==> config.mk <==
export PLATFORM = sky130hd
export DESIGN_NAME = hub_port_requests
export DESIGN_NICKNAME = d
export VERILOG_FILES = /design/src/logic/hub_req_pkg.sv /design/src/logic/hub_port_requests.sv
export SDC_FILE = /design/constraint.sdc
export NUM_CORES = 1
export LEC_CHECK = 0
export BUFFER_PORTS_ARGS = -buffer_cell sky130_fd_sc_hd__buf_4
export CAP_MARGIN = 20
export CORE_UTILIZATION = 45
export DETAILED_ROUTE_END_ITERATION = 16
export PLACE_DENSITY_LB_ADDON = 0.05
export SLEW_MARGIN = 5
export SYNTH_ARGS = -nofsm -noshare
export SYNTH_HDL_FRONTEND = slang
export SYNTH_SLANG_ARGS = --single-unit
==> constraint.sdc <==
create_clock -name pclk -period 7.9 [get_ports pclk]
set_input_delay 1.58 -clock pclk [delete_from_list [all_inputs] [get_ports pclk]]
set_output_delay 1.58 -clock pclk [all_outputs]
set_load 0.01 [all_outputs]
==> src/logic/hub_req_pkg.sv <==
// Package for the hub port change and feature request block
package hub_req_pkg;

  // ----------------------------------------------------------------
  // Sizes
  // ----------------------------------------------------------------
  localparam int NUM_PORTS  = 4;
  localparam int PIDX_W     = 2;
  localparam int NUM_FLAGS  = 6;
  localparam int DESC_BYTES = 12;

  // ----------------------------------------------------------------
  // Register offsets (byte addresses)
  // ----------------------------------------------------------------
  localparam logic [7:0] ADDR_SETUP0 = 8'h00;
  localparam logic [7:0] ADDR_SETUP1 = 8'h04;
  localparam logic [7:0] ADDR_DATA   = 8'h08;
  localparam logic [7:0] ADDR_CMD    = 8'h0c;
  localparam logic [7:0] ADDR_CHANGE = 8'h10;
  localparam logic [7:0] ADDR_HUB    = 8'h14;
  localparam logic [7:0] ADDR_DESC0  = 8'h18;
  localparam logic [7:0] ADDR_DESC1  = 8'h1c;
  localparam logic [7:0] ADDR_DESC2  = 8'h20;

  // Command register bits
  localparam int CMD_START_BIT = 0;
  localparam int CMD_DONE_BIT  = 1;

  // ----------------------------------------------------------------
  // Change flag positions within one port
  // ----------------------------------------------------------------
  localparam int FLAG_CONNECT = 0;
  localparam int FLAG_OVERCUR = 1;
  localparam int FLAG_RESET   = 2;
  localparam int FLAG_WARM    = 3;
  localparam int FLAG_LINK    = 4;
  localparam int FLAG_CONFIG  = 5;

  // ----------------------------------------------------------------
  // Request encodings
  // ----------------------------------------------------------------
  localparam logic [7:0]  RT_HUB_OUT         = 8'h20;
  localparam logic [7:0]  RT_PORT_OUT        = 8'h23;
  localparam logic [7:0]  REQ_CLEAR_FEATURE  = 8'h01;
  localparam logic [7:0]  REQ_SET_FEATURE    = 8'h03;
  localparam logic [7:0]  REQ_SET_DESCRIPTOR = 8'h07;
  localparam logic [7:0]  REQ_SET_HUB_DEPTH  = 8'h0c;
  localparam logic [7:0]  DESC_TYPE_HUB      = 8'h2a;
  localparam logic [15:0] HUB_FEAT_COUNT     = 16'h0002;
  localparam logic [15:0] MAX_HUB_DEPTH      = 16'h0004;

  // Port feature selectors
  localparam logic [15:0] SEL_PORT_RESET     = 16'h0004;
  localparam logic [15:0] SEL_LINK_STATE     = 16'h0005;
  localparam logic [15:0] SEL_PORT_POWER     = 16'h0008;
  localparam logic [15:0] SEL_C_CONNECT      = 16'h0010;
  localparam logic [15:0] SEL_C_OVERCUR      = 16'h0013;
  localparam logic [15:0] SEL_C_RESET        = 16'h0014;
  localparam logic [15:0] SEL_SHALLOW_IDLE   = 16'h0017;
  localparam logic [15:0] SEL_DEEP_IDLE      = 16'h0018;
  localparam logic [15:0] SEL_C_LINK         = 16'h0019;
  localparam logic [15:0] SEL_C_CONFIG       = 16'h001a;
  localparam logic [15:0] SEL_WAKE_MASK      = 16'h001b;
  localparam logic [15:0] SEL_WARM_RESET     = 16'h001c;
  localparam logic [15:0] SEL_C_WARM         = 16'h001d;

  // Timeout and link target encodings
  localparam logic [7:0] TIMEOUT_INFINITE  = 8'hff;
  localparam logic [7:0] SHALLOW_MAX_US    = 8'h7f;
  localparam logic [7:0] LINK_TARGET_U0    = 8'h00;
  localparam logic [7:0] LINK_TARGET_MAX   = 8'h05;
  localparam int         DEEP_STEP_SHIFT   = 8;

  // ----------------------------------------------------------------
  // Types
  // ----------------------------------------------------------------
  typedef enum logic [1:0] {RES_NONE, RES_OK, RES_REQ_ERROR, RES_STALL} result_t;
  typedef enum logic {PH_IDLE, PH_DATA} phase_t;
  typedef enum logic [2:0] {
    CMD_PORT_RESET, CMD_WARM_RESET, CMD_PORT_POWER, CMD_LINK_STATE, CMD_DEEP_IDLE_LMP
  } port_cmd_kind_t;

  typedef struct packed {
    logic        psel;
    logic        penable;
    logic        pwrite;
    logic [7:0]  paddr;
    logic [31:0] pwdata;
  } apb_req_t;

  typedef struct packed {
    logic           valid;
    logic [7:0]     port;
    port_cmd_kind_t kind;
    logic [7:0]     value;
  } port_cmd_t;

  typedef struct packed {
    logic [NUM_PORTS-1:0] trained;
    logic [NUM_PORTS-1:0] oc_forced_off;
    logic [NUM_PORTS-1:0] reset_done;
    logic [NUM_PORTS-1:0] reset_was_warm;
    logic [NUM_PORTS-1:0] resume_by_request;
    logic [NUM_PORTS-1:0] to_inactive;
    logic [NUM_PORTS-1:0] config_fail;
    logic [NUM_PORTS-1:0] power_off;
    logic [NUM_PORTS-1:0] in_unpowered;
  } port_evt_t;

endpackage

==> src/logic/hub_port_requests.sv <==
// Hub port change flags and hub-class control request handling
// Overview of operation
// Set connect change when the port finishes training into the enabled state.
// Clear connect change on a matching clear-port-feature request.
// Set over-current change on either edge, or forced power-off by another port.
// Clear over-current change on request, or while unpowered with power off.
// Set reset-done change on every resetting-to-enabled move.
// Set warm-reset-done change only when that reset was warm.
// Clear reset, warm, link, config flags on request; hold cleared while power off.
// Set link-state change on requested U3 resume or any move to inactive.
// Remote-wake resume never sets the link-state change flag.
// Link config failure sets config change and disables the port.
// Buffer descriptor bytes; commit only after the whole transfer succeeds.
// Descriptor write with nonzero index or wrong length is a request error.
// Without descriptor write support, answer with a data-stage stall.
// Only hub descriptor index zero exists.
// Set hub feature: unknown selector or nonzero index or length is error.
// Store tier depth; route field least bit sits at depth times four.
// Tier depth above four, or nonzero index or length, is error.
// Port requests use type 23h and a valid nonzero port in low index byte.
// Host keeps upper index byte zero except timeout, link target, wake mask.
// Accept port reset, warm reset, power, both timeouts, link target, wake mask.
// Shallow timeout: 00 zero, 01-7F microseconds, 80-FE reserved, FF infinite.
// Deep timeout: 00 zero, steps of 256 us up to FE, FF infinite.
// After a deep timeout request, send an LMP with the value to the partner.
// Host never enables the deep timeout toward an attached hub.
// Host sends link targets only to an active port in a legal link state.
// Link target zero moves the link to U0 from any U-state.
module hub_port_requests
  import hub_req_pkg::*;
#(
  parameter bit SUPPORT_SET_DESC = 1'b1
) (
  input  wire logic                        pclk,
  input  wire logic                        presetn,
  input  wire apb_req_t                    apb,
  output logic                             pready,
  output logic [31:0]                      prdata,
  output logic                             pslverr,
  input  wire port_evt_t                   evt,
  input  wire logic [NUM_PORTS-1:0]        oc_pin,
  output port_cmd_t                        port_cmd,
  output logic [NUM_PORTS-1:0]             port_disable_req,
  output logic [2:0]                       tier_depth,
  output logic [4:0]                       route_lsb,
  output logic [1:0]                       hub_feature,
  output logic [NUM_PORTS-1:0][7:0]        shallow_idle_timeout,
  output logic [NUM_PORTS-1:0][7:0]        deep_idle_timeout,
  output logic [NUM_PORTS-1:0][6:0]        shallow_idle_us,
  output logic [NUM_PORTS-1:0]             shallow_idle_infinite,
  output logic [NUM_PORTS-1:0][15:0]       deep_idle_us,
  output logic [NUM_PORTS-1:0]             deep_idle_infinite,
  output logic [NUM_PORTS-1:0][7:0]        wake_mask
);

  // ----------------------------------------------------------------
  // State
  // ----------------------------------------------------------------
  typedef struct packed {
    phase_t                                  phase;
    result_t                                 result;
    logic [31:0]                             setup0;
    logic [31:0]                             setup1;
    logic [15:0]                             count;
    logic [DESC_BYTES-1:0][7:0]              staging;
    logic [DESC_BYTES-1:0][7:0]              desc;
    logic [NUM_PORTS-1:0][NUM_FLAGS-1:0]     flags;
    logic [NUM_PORTS-1:0]                    oc_meta;
    logic [NUM_PORTS-1:0]                    oc_sync;
    logic [NUM_PORTS-1:0]                    oc_prev;
    logic [2:0]                              tier;
    logic [1:0]                              hub_feat;
    logic [NUM_PORTS-1:0][7:0]               shallow;
    logic [NUM_PORTS-1:0][7:0]               deep;
    logic [NUM_PORTS-1:0][7:0]               wake;
    port_cmd_t                               cmd;
    logic [NUM_PORTS-1:0]                    disable_req;
  } state_t;

  state_t                              s;
  state_t                              next_s;
  logic [NUM_PORTS-1:0][NUM_FLAGS-1:0] clr;
  logic [NUM_FLAGS-1:0]                set_v;
  logic                                wr;
  logic [7:0]                          rtype;
  logic [7:0]                          rcode;
  logic [15:0]                         rvalue;
  logic [15:0]                         rindex;
  logic [15:0]                         rlength;
  logic [7:0]                          hi;
  logic [7:0]                          pnum;
  logic [PIDX_W-1:0]                   pidx;
  logic                                pvalid;

  // ----------------------------------------------------------------
  // Request field views
  // ----------------------------------------------------------------
  assign rtype   = s.setup0[7:0];
  assign rcode   = s.setup0[15:8];
  assign rvalue  = s.setup0[31:16];
  assign rindex  = s.setup1[15:0];
  assign rlength = s.setup1[31:16];
  assign hi      = rindex[15:8];
  assign pnum    = rindex[7:0];
  assign pidx    = PIDX_W'(pnum - 8'h01);
  assign pvalid  = (pnum != 8'h00) && (pnum <= 8'(NUM_PORTS));
  assign wr      = apb.psel && apb.penable && apb.pwrite;

  // ----------------------------------------------------------------
  // Next state
  // ----------------------------------------------------------------
  always_comb begin
    next_s = s;
    clr = '0;
    set_v = '0;
    next_s.cmd.valid = 1'b0;
    next_s.disable_req = '0;
    // Two flops before anything looks at the over-current pins
    next_s.oc_meta = oc_pin;
    next_s.oc_sync = s.oc_meta;
    next_s.oc_prev = s.oc_sync;

    if (wr) begin
      unique case (apb.paddr)
        ADDR_SETUP0: next_s.setup0 = apb.pwdata;
        ADDR_SETUP1: next_s.setup1 = apb.pwdata;
        ADDR_DATA: begin
          if (s.phase == PH_DATA) begin
            // Extra bytes are dropped but counted, so the length check catches them
            if (s.count < 16'(DESC_BYTES)) begin
              next_s.staging[s.count[3:0]] = apb.pwdata[7:0];
            end
            next_s.count = s.count + 16'h0001;
          end
        end
        ADDR_CMD: begin
          if (apb.pwdata[CMD_DONE_BIT] && s.phase == PH_DATA) begin
            next_s.phase = PH_IDLE;
            if (rindex == 16'h0000 && rlength == s.count && s.count <= 16'(DESC_BYTES) &&
                rvalue == {DESC_TYPE_HUB, 8'h00}) begin
              next_s.desc = s.staging;
              next_s.result = RES_OK;
            end else begin
              next_s.result = RES_REQ_ERROR;
            end
          end else if (apb.pwdata[CMD_START_BIT] && s.phase == PH_IDLE) begin
            next_s.result = RES_REQ_ERROR;
            if (rtype == RT_HUB_OUT) begin
              if (rcode == REQ_SET_DESCRIPTOR) begin
                if (!SUPPORT_SET_DESC) begin
                  next_s.result = RES_STALL;
                end else begin
                  next_s.phase = PH_DATA;
                  next_s.count = '0;
                  next_s.result = RES_NONE;
                end
              end else if (rcode == REQ_SET_FEATURE) begin
                if (rvalue < HUB_FEAT_COUNT && rindex == 16'h0000 && rlength == 16'h0000) begin
                  next_s.hub_feat[rvalue[0]] = 1'b1;
                  next_s.result = RES_OK;
                end
              end else if (rcode == REQ_SET_HUB_DEPTH) begin
                if (rvalue <= MAX_HUB_DEPTH && rindex == 16'h0000 && rlength == 16'h0000) begin
                  next_s.tier = rvalue[2:0];
                  next_s.result = RES_OK;
                end
              end
            end else if (rtype == RT_PORT_OUT && pvalid && rlength == 16'h0000) begin
              next_s.cmd.port = pnum;
              next_s.cmd.value = hi;
              if (rcode == REQ_CLEAR_FEATURE && hi == 8'h00) begin
                next_s.result = RES_OK;
                unique case (rvalue)
                  SEL_C_CONNECT: clr[pidx][FLAG_CONNECT] = 1'b1;
                  SEL_C_OVERCUR: clr[pidx][FLAG_OVERCUR] = 1'b1;
                  SEL_C_RESET:   clr[pidx][FLAG_RESET] = 1'b1;
                  SEL_C_WARM:    clr[pidx][FLAG_WARM] = 1'b1;
                  SEL_C_LINK:    clr[pidx][FLAG_LINK] = 1'b1;
                  SEL_C_CONFIG:  clr[pidx][FLAG_CONFIG] = 1'b1;
                  default:       next_s.result = RES_REQ_ERROR;
                endcase
              end else if (rcode == REQ_SET_FEATURE) begin
                unique case (rvalue)
                  SEL_PORT_RESET, SEL_WARM_RESET, SEL_PORT_POWER: begin
                    // Upper index byte must stay zero for these
                    if (hi == 8'h00) begin
                      next_s.result = RES_OK;
                      next_s.cmd.valid = 1'b1;
                      next_s.cmd.kind = (rvalue == SEL_PORT_RESET) ? CMD_PORT_RESET :
                                        (rvalue == SEL_WARM_RESET) ? CMD_WARM_RESET : CMD_PORT_POWER;
                    end
                  end
                  SEL_SHALLOW_IDLE: begin
                    // Reserved codes are refused rather than stored
                    if (hi <= SHALLOW_MAX_US || hi == TIMEOUT_INFINITE) begin
                      next_s.shallow[pidx] = hi;
                      next_s.result = RES_OK;
                    end
                  end
                  SEL_DEEP_IDLE: begin
                    next_s.deep[pidx] = hi;
                    next_s.result = RES_OK;
                    next_s.cmd.valid = 1'b1;
                    next_s.cmd.kind = CMD_DEEP_IDLE_LMP;
                  end
                  SEL_LINK_STATE: begin
                    if (hi <= LINK_TARGET_MAX) begin
                      // Target U0 is forwarded from any U-state; the port logic moves the link
                      next_s.result = RES_OK;
                      next_s.cmd.valid = 1'b1;
                      next_s.cmd.kind = CMD_LINK_STATE;
                    end
                  end
                  SEL_WAKE_MASK: begin
                    next_s.wake[pidx] = hi;
                    next_s.result = RES_OK;
                  end
                  default: next_s.result = RES_REQ_ERROR;
                endcase
              end
            end
          end
        end
        default: ;
      endcase
    end

    // Change flags: a set in the same cycle as a request clear wins
    for (int i = 0; i < NUM_PORTS; i++) begin
      set_v = '0;
      set_v[FLAG_CONNECT] = evt.trained[i];
      set_v[FLAG_OVERCUR] = (s.oc_sync[i] != s.oc_prev[i]) || evt.oc_forced_off[i];
      set_v[FLAG_RESET] = evt.reset_done[i];
      set_v[FLAG_WARM] = evt.reset_done[i] && evt.reset_was_warm[i];
      // Remote-wake resumes arrive on no input here, so they cannot set this flag
      set_v[FLAG_LINK] = evt.resume_by_request[i] || evt.to_inactive[i];
      set_v[FLAG_CONFIG] = evt.config_fail[i];
      next_s.flags[i] = (s.flags[i] & ~clr[i]) | set_v;
      if (evt.power_off[i]) begin
        next_s.flags[i][FLAG_RESET] = 1'b0;
        next_s.flags[i][FLAG_WARM] = 1'b0;
        next_s.flags[i][FLAG_LINK] = 1'b0;
        next_s.flags[i][FLAG_CONFIG] = 1'b0;
        if (evt.in_unpowered[i]) begin
          next_s.flags[i][FLAG_OVERCUR] = 1'b0;
        end
      end
      next_s.disable_req[i] = evt.config_fail[i];
    end
  end

  always_ff @(posedge pclk or negedge presetn) begin
    if (!presetn) begin
      s <= '0;
    end else begin
      s <= next_s;
    end
  end

  // ----------------------------------------------------------------
  // APB read side; always ready, unmapped addresses flag an error
  // ----------------------------------------------------------------
  assign pready = 1'b1;

  always_comb begin
    prdata = 32'h0000_0000;
    pslverr = 1'b0;
    unique case (apb.paddr)
      ADDR_SETUP0: prdata = s.setup0;
      ADDR_SETUP1: prdata = s.setup1;
      ADDR_DATA:   prdata = {16'h0000, s.count};
      ADDR_CMD:    prdata = {29'h0, s.result, (s.phase == PH_DATA)};
      ADDR_CHANGE: prdata = 32'(s.flags);
      ADDR_HUB:    prdata = {22'h0, s.hub_feat, route_lsb, s.tier};
      ADDR_DESC0:  prdata = s.desc[3:0];
      ADDR_DESC1:  prdata = s.desc[7:4];
      ADDR_DESC2:  prdata = s.desc[11:8];
      default:     pslverr = apb.psel && apb.penable;
    endcase
  end

  // ----------------------------------------------------------------
  // Outputs
  // ----------------------------------------------------------------
  assign port_cmd         = s.cmd;
  assign port_disable_req = s.disable_req;
  assign tier_depth       = s.tier;
  assign route_lsb        = {s.tier, 2'b00};
  assign hub_feature      = s.hub_feat;
  assign shallow_idle_timeout = s.shallow;
  assign deep_idle_timeout    = s.deep;
  assign wake_mask            = s.wake;

  always_comb begin
    for (int i = 0; i < NUM_PORTS; i++) begin
      shallow_idle_infinite[i] = (s.shallow[i] == TIMEOUT_INFINITE);
      shallow_idle_us[i] = shallow_idle_infinite[i] ? 7'h00 : s.shallow[i][6:0];
      deep_idle_infinite[i] = (s.deep[i] == TIMEOUT_INFINITE);
      deep_idle_us[i] = deep_idle_infinite[i] ? 16'h0000 : {s.deep[i], 8'h00};
    end
  end

endmodule

; Word-level counts from Yosys, hierarchy flattened
; Index checks and enable logic that the tools add are counted.
[word_totals]
regBits = 436
input_bits = 85
word_cells = 289
[classes]
addsub = 2
order_cmp = 13
n_eq_ne = 49
muxes = 92
n_bitwise = 19
reduce_logical = 59
[ops]
columns = op, n
row1 = $pmux W32 S9, 1
row2 = $mux W24, 7
row3 = $eq A16 B5 Y1 const B, 10
row4 = $pmux W24 S6, 1
row5 = $mux W16, 8
row6 = $mux W20, 6
row7 = $mux W112, 1
row8 = $bwmux W32, 3
row9 = $bwmux W96, 1
row10 = $mux W96, 1
row11 = $demux W6 S2, 6
row12 = $eq A8 B8 Y1 const B, 9
row13 = $mux W2, 17
row14 = $demux W8 S4, 1
row15 = $eq A16 B3 Y1 const B, 2
row16 = $eq A8 B5 Y1 const B, 4
row17 = $logic_not A16 Y1, 2
row18 = $pmux W16 S2, 1
row19 = $mux W7, 4
row20 = $reduce_and A9 Y1, 3
row21 = $mux W5, 5
row22 = $and A6 B6 Y6, 4
row23 = $eq A8 B4 Y1 const B, 3
row24 = $eq A8 B6 Y1 const B, 3
row25 = other kinds (55), 131

; Logic depth before layout (Yosys ltp)
; Gate-level depths: netlist of the first run.
[depth]
depth_word = 18
mapped_depth = 10
ltp_nobuf = 7

; Worst setup path after synthesis of the first run
; No wires, ideal clock.
[synth_timing]
path_type = input-to-output
from = input port apb[36] (netlist bit)
to = output port prdata[13]
arrival_time_ns = 3.510
t_required_ns = 6.320
path_slack_ns = 2.810
cell_stages = 8
path_cell_list = nor4_1 > and2_0 > clkbuf_1 > nor2b_1 > clkbuf_1 > buf_1 > a222oi_1 > nand3_1
[synth_between]
elab_chain_len = 2
elab_cells_between_ends = 10
cone_classes = eq/ne: 8 / mux: 1 / reduce/logical: 1
[synth_lines]
columns = element, line_no
row1 = start: declaration, hub_port_requests.sv:36  ; input wire apb_req_t apb,
row2 = $eq A8 B6 Y1 (tied with other cells), hub_port_requests.sv:268  ; unique case (apb.paddr)
row3 = $pmux W32 S9 *, hub_port_requests.sv:268
row4 = end: declaration, hub_port_requests.sv:38  ; output logic [31:0] prdata,
; Mark *: on every way between the ends. The rest lies on a longest branch, timed or not.

; Final worst setup path of the first run
[layout_timing]
from = input port apb[33] (netlist bit)
to = output port prdata[12]
; Same word-level chain as after synthesis.

==> run metrics, run 1 <==
RSZ-0062 raised after global routing=no; fmax=about 0.17 GHz; arrival time worst endpoint=4.27 ns; Yosys top cell by area=dfrtp_1; Post-Syn Instances=1697; hold_buf cts=0; Root Driver=clkbuf_16; Clock transition at path regs=0.06 ns; setup repair bufs after CTS=0; post-CTS resize count=0; mapped cell area=~21000 um^2; Async SR Flop Fraction=100%; cts bufs inserted=between 40 and 50; initial antenna violation count=0; die area=46800 um^2; Area growth syn-to-layout=17.2%; Port-buffer cells=313; worst-path maximum fanout=30; sequential power share=47.9%; first-pass GRT wire length=95300 um; min-delay worst type=reg2reg; final routed DRC violation total=0; DR pass1 iterations=9; Via density=a little under 6; Synth cell types=64; period utilization=74.1%; Slew HR=23.4%; DR iter-0 viols=1580; vias in the first global route=13800; Mean Syn Cell Area=12.2 um^2; count of flip-flops with a built-in enable after synthesis=0; GR Overflow Total=0; Routed WL per cell=25.9 um; switching share of power=~22%; Logic pwr share=3.7%; Seq/Total Area, Yosys=52.8%; setup violators final=0; Slowest-stage cell, CP=nor2b_4; IO Pins=349; crit path kind=in2out; cell internal pwr=3.69 mW; min cycle time layout=approximately 6 ns; setup TNS=0 ns; clk sinks=436; H-Tree Level Count=2; max-cap violation count=0; Synth top area share=52.8%; Startpoint Class=primary input; largest net degree at the start of global routing=119; cell row count=78; core footprint=approximately 45000 um^2; yosys warns=0; WP buf/inv=2; DR vias=14600; final antenna-violating net count=0; Max VDD drop=0.000147 V; slowest cell delay on critical path=0.86 ns; GP Congestion=0.910; status=finished, final reports clean; Power Dens Cells=196 nW/um^2; CTS tree=done; Clk Latency, worst-skew pair=0.59 ns; die width=around 220 um; #FFs+latches synth=about 440; Slew @ Worst Pin=1.15 ns; wirelength, routed=64700 um; Critical Path RT=between 6 and 7 ns; nets=1954; layout cells sized above 1=40.1%; Initial Util=45.6%; Total GRT Usage=27.4%; CTS Buffer Depth=3; dpl hpwl=45800 um; Setup Skew=roughly 0.015 ns; synth top area cells=dfrtp_1, mux2_2, buf_4; # diodes=0; Hold Fails Final Rpt=0; final slew viol count=0; Final Cell Area=24200 um^2; Die Span Y=216 um; Lkg Pwr=about 12 nW; crit path capture type=output port; clock power share=48.3%; area of placed instances=about 23000 um^2; CP most frequent cell=buf_4; worst path cell trace=buf_4 -> nor3b_1 -> and2_0 -> nor2b_4 -> a222oi_1 -> nand3_1 -> buf_4; sw power=1.06 mW; Crit path max-delay family=simple AND/OR/NAND/NOR gates; Primary FF master, synth=dfrtp_1
## worst paths after layout
check | startpoint | end | slack (ns) | depth (start not counted)
worst max-delay path | apb[33] | prdata[12] | 2.05 | 7
worst min-delay path | next_s[129] | next_s[125] | 0.35 | 0
worst max register to register | rvalue[4] | s[230] | 3.47 | 8
worst min register to register | next_s[129] | next_s[125] | 0.35 | 0
max in group asynchronous | presetn | s[303] | 5.72 | 2
min in group asynchronous | presetn | rlength[9] | 1.03 | 1
## cells in the mapped netlist (5+ instances only)
cell / n
dfrtp_1: 436
mux2_2: 324
buf_4: 164
clkbuf_1: 75
nor2b_1: 68
nand2_1: 66
nor2_1: 62
a22oi_1: 51
mux2_1: 46
nand3_1: 45
o21ai_0: 34
a222oi_1: 32
nand4_1: 27
nor4_1: 24
a21oi_1: 17
and2_1: 17
inv_1: 15
or4_1: 13
xor2_1: 13
o31ai_1: 12
and3_1: 11
nor3_1: 10
nand2b_1: 9
nor2_2: 9
or3_1: 8
a21o_1: 7
buf_1: 7
buf_2: 7
xnor2_1: 7
a311oi_1: 6
a31oi_1: 5
and4_1: 5
nand4b_1: 5
nor3b_1: 5
## flip-flops by register name, indices dropped and copies added, names as in the netlist, 16 cells and up
signal and count:
s 239, deep_idle_timeout 32, shallow_idle_timeout 32, wake_mask 32
port_cmd 20, rlength 16, rvalue 16
## through the flow
step	worst slack (ns)	utilization (%)	hold WS, ns	std cells	total power, mW
after floorplan	2.81	-	0.331	1730	2.37
after global placement	2.12	49.7	0.332	2412	2.49
after detailed placement	2.11	49.8	0.336	2413	2.49
after CTS	2.10	53.4	0.349	2502	4.80
after global routing	1.92	53.5	0.356	2504	4.90
final	2.05	53.5	0.348	2504	4.74
## worst reg2reg max path, cell delays in order (launching register included)
cell,delay (ns)
dfrtp_1,0.60
nor4_1,0.91
nand2_1,0.29
or4_1,0.56
or4b_4,0.54
nor2_4,0.45
buf_12,0.28
buf_4,0.32
mux2_2,0.37
## kinds of logic after synthesis
group,synth area share (%)
muxes,20.5
and+or+nand+nor,10.7
other,0.0364
buffers and inverters,8.11
adders and majority gates,0.242
AOI/OAI and AO/OA,6.74
xor gates and xnor gates,0.848
DFF,52.8
## layout make-up
cell class,count,area [um^2]
Clock buffer,76,1480
Clock inverter,13,151
Fill cell,3973,21100
Inverter,15,56.3
Multi-Input combinational cell,1022,8210
Sequential cell,436,10900
Tap cell,600,751
Timing Repair Buffer,342,2650
## cell usage in the layout, fill, tap and decap left out, drive strengths merged, types with 25 or more instances in the layout
cell,n
buf,342
o21ai,34
a222oi,32
mux2,373
nand4,27
dfrtp,436
nor2b,68
nand2,66
a22oi,51
nor2,72
clkbuf,76
nand3,45
nor4,25
conb,35
## metal layers
layer	routed length (um)	vias to the layer above	track usage, %
met1	28800	7590	40.4
met4	1810	0	8.03
met2	29100	625	41.0
met3	4970	92	5.26
met5	0	-	0
li1	-	6260	-
## power by group through the flow
stage / logic (mW) / registers [mW] / clock network, mW
finish: 0.178 / 2.27 / 2.29
global route: 0.196 / 2.27 / 2.43
CTS: 0.179 / 2.27 / 2.35
detailed placement: 0.178 / 2.31 / 0
global placement: 0.177 / 2.31 / 0
floorplan: 0.0702 / 2.30 / 0
Power figures use the tool's default switching activity.
==> run 2: changes to the inputs <==
--- a/config.mk
+++ b/config.mk
@@ -5,6 +5,7 @@
 export SDC_FILE = /design/constraint.sdc
 export NUM_CORES = 1
 export LEC_CHECK = 0
+export ABC_AREA = 1
 export BUFFER_PORTS_ARGS = -buffer_cell sky130_fd_sc_hd__buf_4
 export CAP_MARGIN = 20
 export CORE_UTILIZATION = 45
==> constraint.sdc (replaced) <==
create_clock -name pclk -period 5.9 [get_ports pclk]
set_input_delay 1.18 -clock pclk [delete_from_list [all_inputs] [get_ports pclk]]
set_output_delay 1.18 -clock pclk [all_outputs]
set_load 0.01 [all_outputs]
==> run metrics, run 2 <==
DR pass1 iterations=6 (-3); hold_buf cts=0 (unchanged); Total GRT Usage=27.3% (-0.17 points); GR Overflow Total=0 (unchanged); Setup Skew=0.0187 ns (+0.00344 ns); Clk Latency, worst-skew pair=0.59 ns (about the same); DR vias=17600 (+21%); grt met1 use=36.8% (-3.6 points); vias in the first global route=16700 (+21%); mapped cell area=21600 um^2 (+4.7%); dpl hpwl=48900 um (+6.7%); Seq/Total Area, Yosys=50.4% (-2.4 points); count of flip-flops with a built-in enable after synthesis=0 (unchanged); post-CTS resize count=0 (unchanged); GP Congestion=0.963 (+5.8%); Max VDD drop=0.000204 V (+39%); die width=221 um (+2.3%); Primary FF master, synth=dfrtp_1; worst-path maximum fanout=24 (-20%); Mean Syn Cell Area=8.51 um^2 (-30%); switching share of power=23.0% (+0.72 points); Synth cell types=48 (-25%); Slowest-stage cell, CP=inv_1; sequential power share=48.4% (+0.5 points); layout cells sized above 1=17.0% (-23 points); worst hold slack=0.351 ns (+0.00313 ns); clock power share=47.4% (-0.9 points); clk sinks=436 (unchanged); most frequent cells in the layout=nand2_1, dfrtp_1, buf_4, inv_1, o21ai_0; final routed DRC violation total=0 (unchanged); Async SR Flop Fraction=100% (unchanged); first-pass GRT wire length=102000 um (+7.4%); area of placed instances=23200 um^2 (+3.1%); cell row count=79 (+1.3%); IO Pins=349 (unchanged); met2 usage=44.7% (+3.7 points); Startpoint Class=primary input; Reg with most FFs=s; met3 usage=4.25% (-1.0 points); Initial Util=46.1% (+0.45 points); WP buf/inv=3 (+1); Post-Syn Instances=2543 (+50%); wirelength, routed=66800 um (+3.2%); Hold Fails Final Rpt=0 (unchanged); final slew viol count=0 (unchanged); final antenna-violating net count=0 (unchanged); fmax=approximately 0.21 GHz; nets=2780 (+42%); Tot Pwr=6.29 mW (+33%); yosys warns=0 (unchanged); Die Span Y=221 um (+2.3%); Area growth syn-to-layout=14.8%; sw power=1.44 mW (+37%); cell internal pwr=4.84 mW (+31%); Final Cell Area=24800 um^2 (+2.5%); Critical Path RT=4.72 ns (-1.60 ns); crit path kind=in2out; core footprint=47000 um^2 (+3.7%); max reg flops=239 (unchanged); CP most frequent cell=buf_4; RSZ-0062 raised after global routing=no; die area=48900 um^2 (+4.7%); Clock transition at path regs=0.05 ns (about the same); DR iter-0 viols=1711 (+8.3%); Root Driver=clkbuf_16; grt peak-use layer=met2; min cycle time layout=4.66 ns; Logic pwr share=4.2% (+0.5 points); setup TNS=0 ns (unchanged); Power Dens Cells=253 nW/um^2 (+29%); arrival time worst endpoint=3.48 ns (-0.79 ns); Synth top area share=50.4% (-2.4 points); Port-buffer cells=313 (unchanged); CTS Buffer Depth=3 (unchanged); setup repair bufs after CTS=0 (unchanged); cts bufs inserted=48 (unchanged); Slew @ Worst Pin=0.978 ns (-0.168 ns); #FFs+latches synth=436 (unchanged); Routed WL per cell=20.0 um (-23%); CTS tree=done; initial antenna violation count=0 (unchanged); Slew HR=34.6% (+11 points); fillcell total=4446 (+12%); period utilization=79.0%; slowest cell delay on critical path=0.67 ns (-0.19 ns); crit path capture type=output port; min-delay worst type=reg2reg; # diodes=0 (unchanged); fin util=52.9% (-0.59 points); count leader, synth=nand2_1; synth cell count leaders=nand2_1, dfrtp_1, inv_1; status=finished, final reports clean; setup violators final=0 (unchanged); H-Tree Level Count=2 (unchanged); Via density=5.28 (-9.2%); max-cap violation count=0 (unchanged); commonest non-fill, non-tap cell in the layout=nand2_1; largest net degree at the start of global routing=158 (+33%); worst path cell trace=buf_4 -> or2_1 -> nor3_1 -> nand2_1 -> inv_1 -> a221oi_1 -> o211ai_1 -> buf_4; Yosys top cell by area=dfrtp_1; Lkg Pwr=11.7 nW (-4.2%); synth top area cells=dfrtp_1, nand2_1, buf_4; Crit path max-delay family=buffers and inverters
==> run 2: changes by cell type after synthesis, sizes merged, moves of 39 or more <==
cell,delta
o21ai,+285
nor2b,-68
inv,+307
mux2,-373
nand2,+513
o21a,+99
a22oi,-46
buf,+39
nor2,+125
==> run 2: worst reg2reg max path: cells and delay by family (launching register included) <==
family,cells,cell delay (ns)
buf+inv,1,0.43
compound gates,1,0.11
simple gates,8,2.38
flops,1,0.50
==> run 2: cell type report <==
| class | instances | area (um^2) | area share (%) |
|---|---|---|---|
| flip-flops and latches | 436 | 10900 | 44.0 |
| multi-input cells | 1543 | 7780 | 31.3 |
| repair buffers | 338 | 2590 | 10.5 |
| clock buffers | 65 | 1370 | 5.50 |
| inverters | 324 | 1220 | 4.90 |
| well taps | 607 | 759 | 3.06 |
| clock inverters | 21 | 196 | 0.791 |
==> run 2: through the flow <==
step           setup WS (ns)  instances
2_1_floorplan           2.09       2576
3_3_place_gp            1.32       3247
3_5_place_dp            1.32       3247
4_1_cts                 1.31       3333
5_1_grt                 1.16       3334
6_report                1.24       3334
==> run 2: power by group through the flow <==
stage               combinational (mW)  clock [mW]  sequential (mW)
CTS                              0.267        3.05             3.04
global placement                 0.264           0             3.10
finish                           0.262        2.98             3.04
global route                     0.293        3.16             3.04
floorplan                        0.121           0             3.08
detailed placement               0.266           0             3.10
==> run 2: cell families (layout without fill, tap and decap cells) <==
kind of cell,after synthesis,after routing,share of synthesized area (%)
AO/OA/AOI/OAI,539,539,14.7
XOR/XNOR,20,20,0.810
adder cells (fa/ha/maj),4,4,0.231
buffers and inverters,597,748,14.2
flip-flops,436,436,50.4
other,2,35,0.0347
AND/OR/NAND/NOR,945,945,19.5
==> run 2: worst paths after layout <==
path                       slack, ns                    end  depth (start not counted)   startpoint
hold reg to reg                 0.35            next_s[128]                          0  next_s[132]
max in group asynchronous       3.99                 s[357]                          2      presetn
hold / removal                  0.35            next_s[128]                          0  next_s[132]
setup / recovery                1.24              prdata[2]                          8      apb[33]
min in group asynchronous       0.55  deep_idle_timeout[22]                          1      presetn
setup reg to reg                2.38                 s[232]                         10    rvalue[6]
==> run 2: layer usage <==
metal  up-vias  part of all wire, %
li1       8315                    -
met3       117                  6.8
met4         0                  3.2
met1      8550                   43
met2       623                   47
met5         -                    0
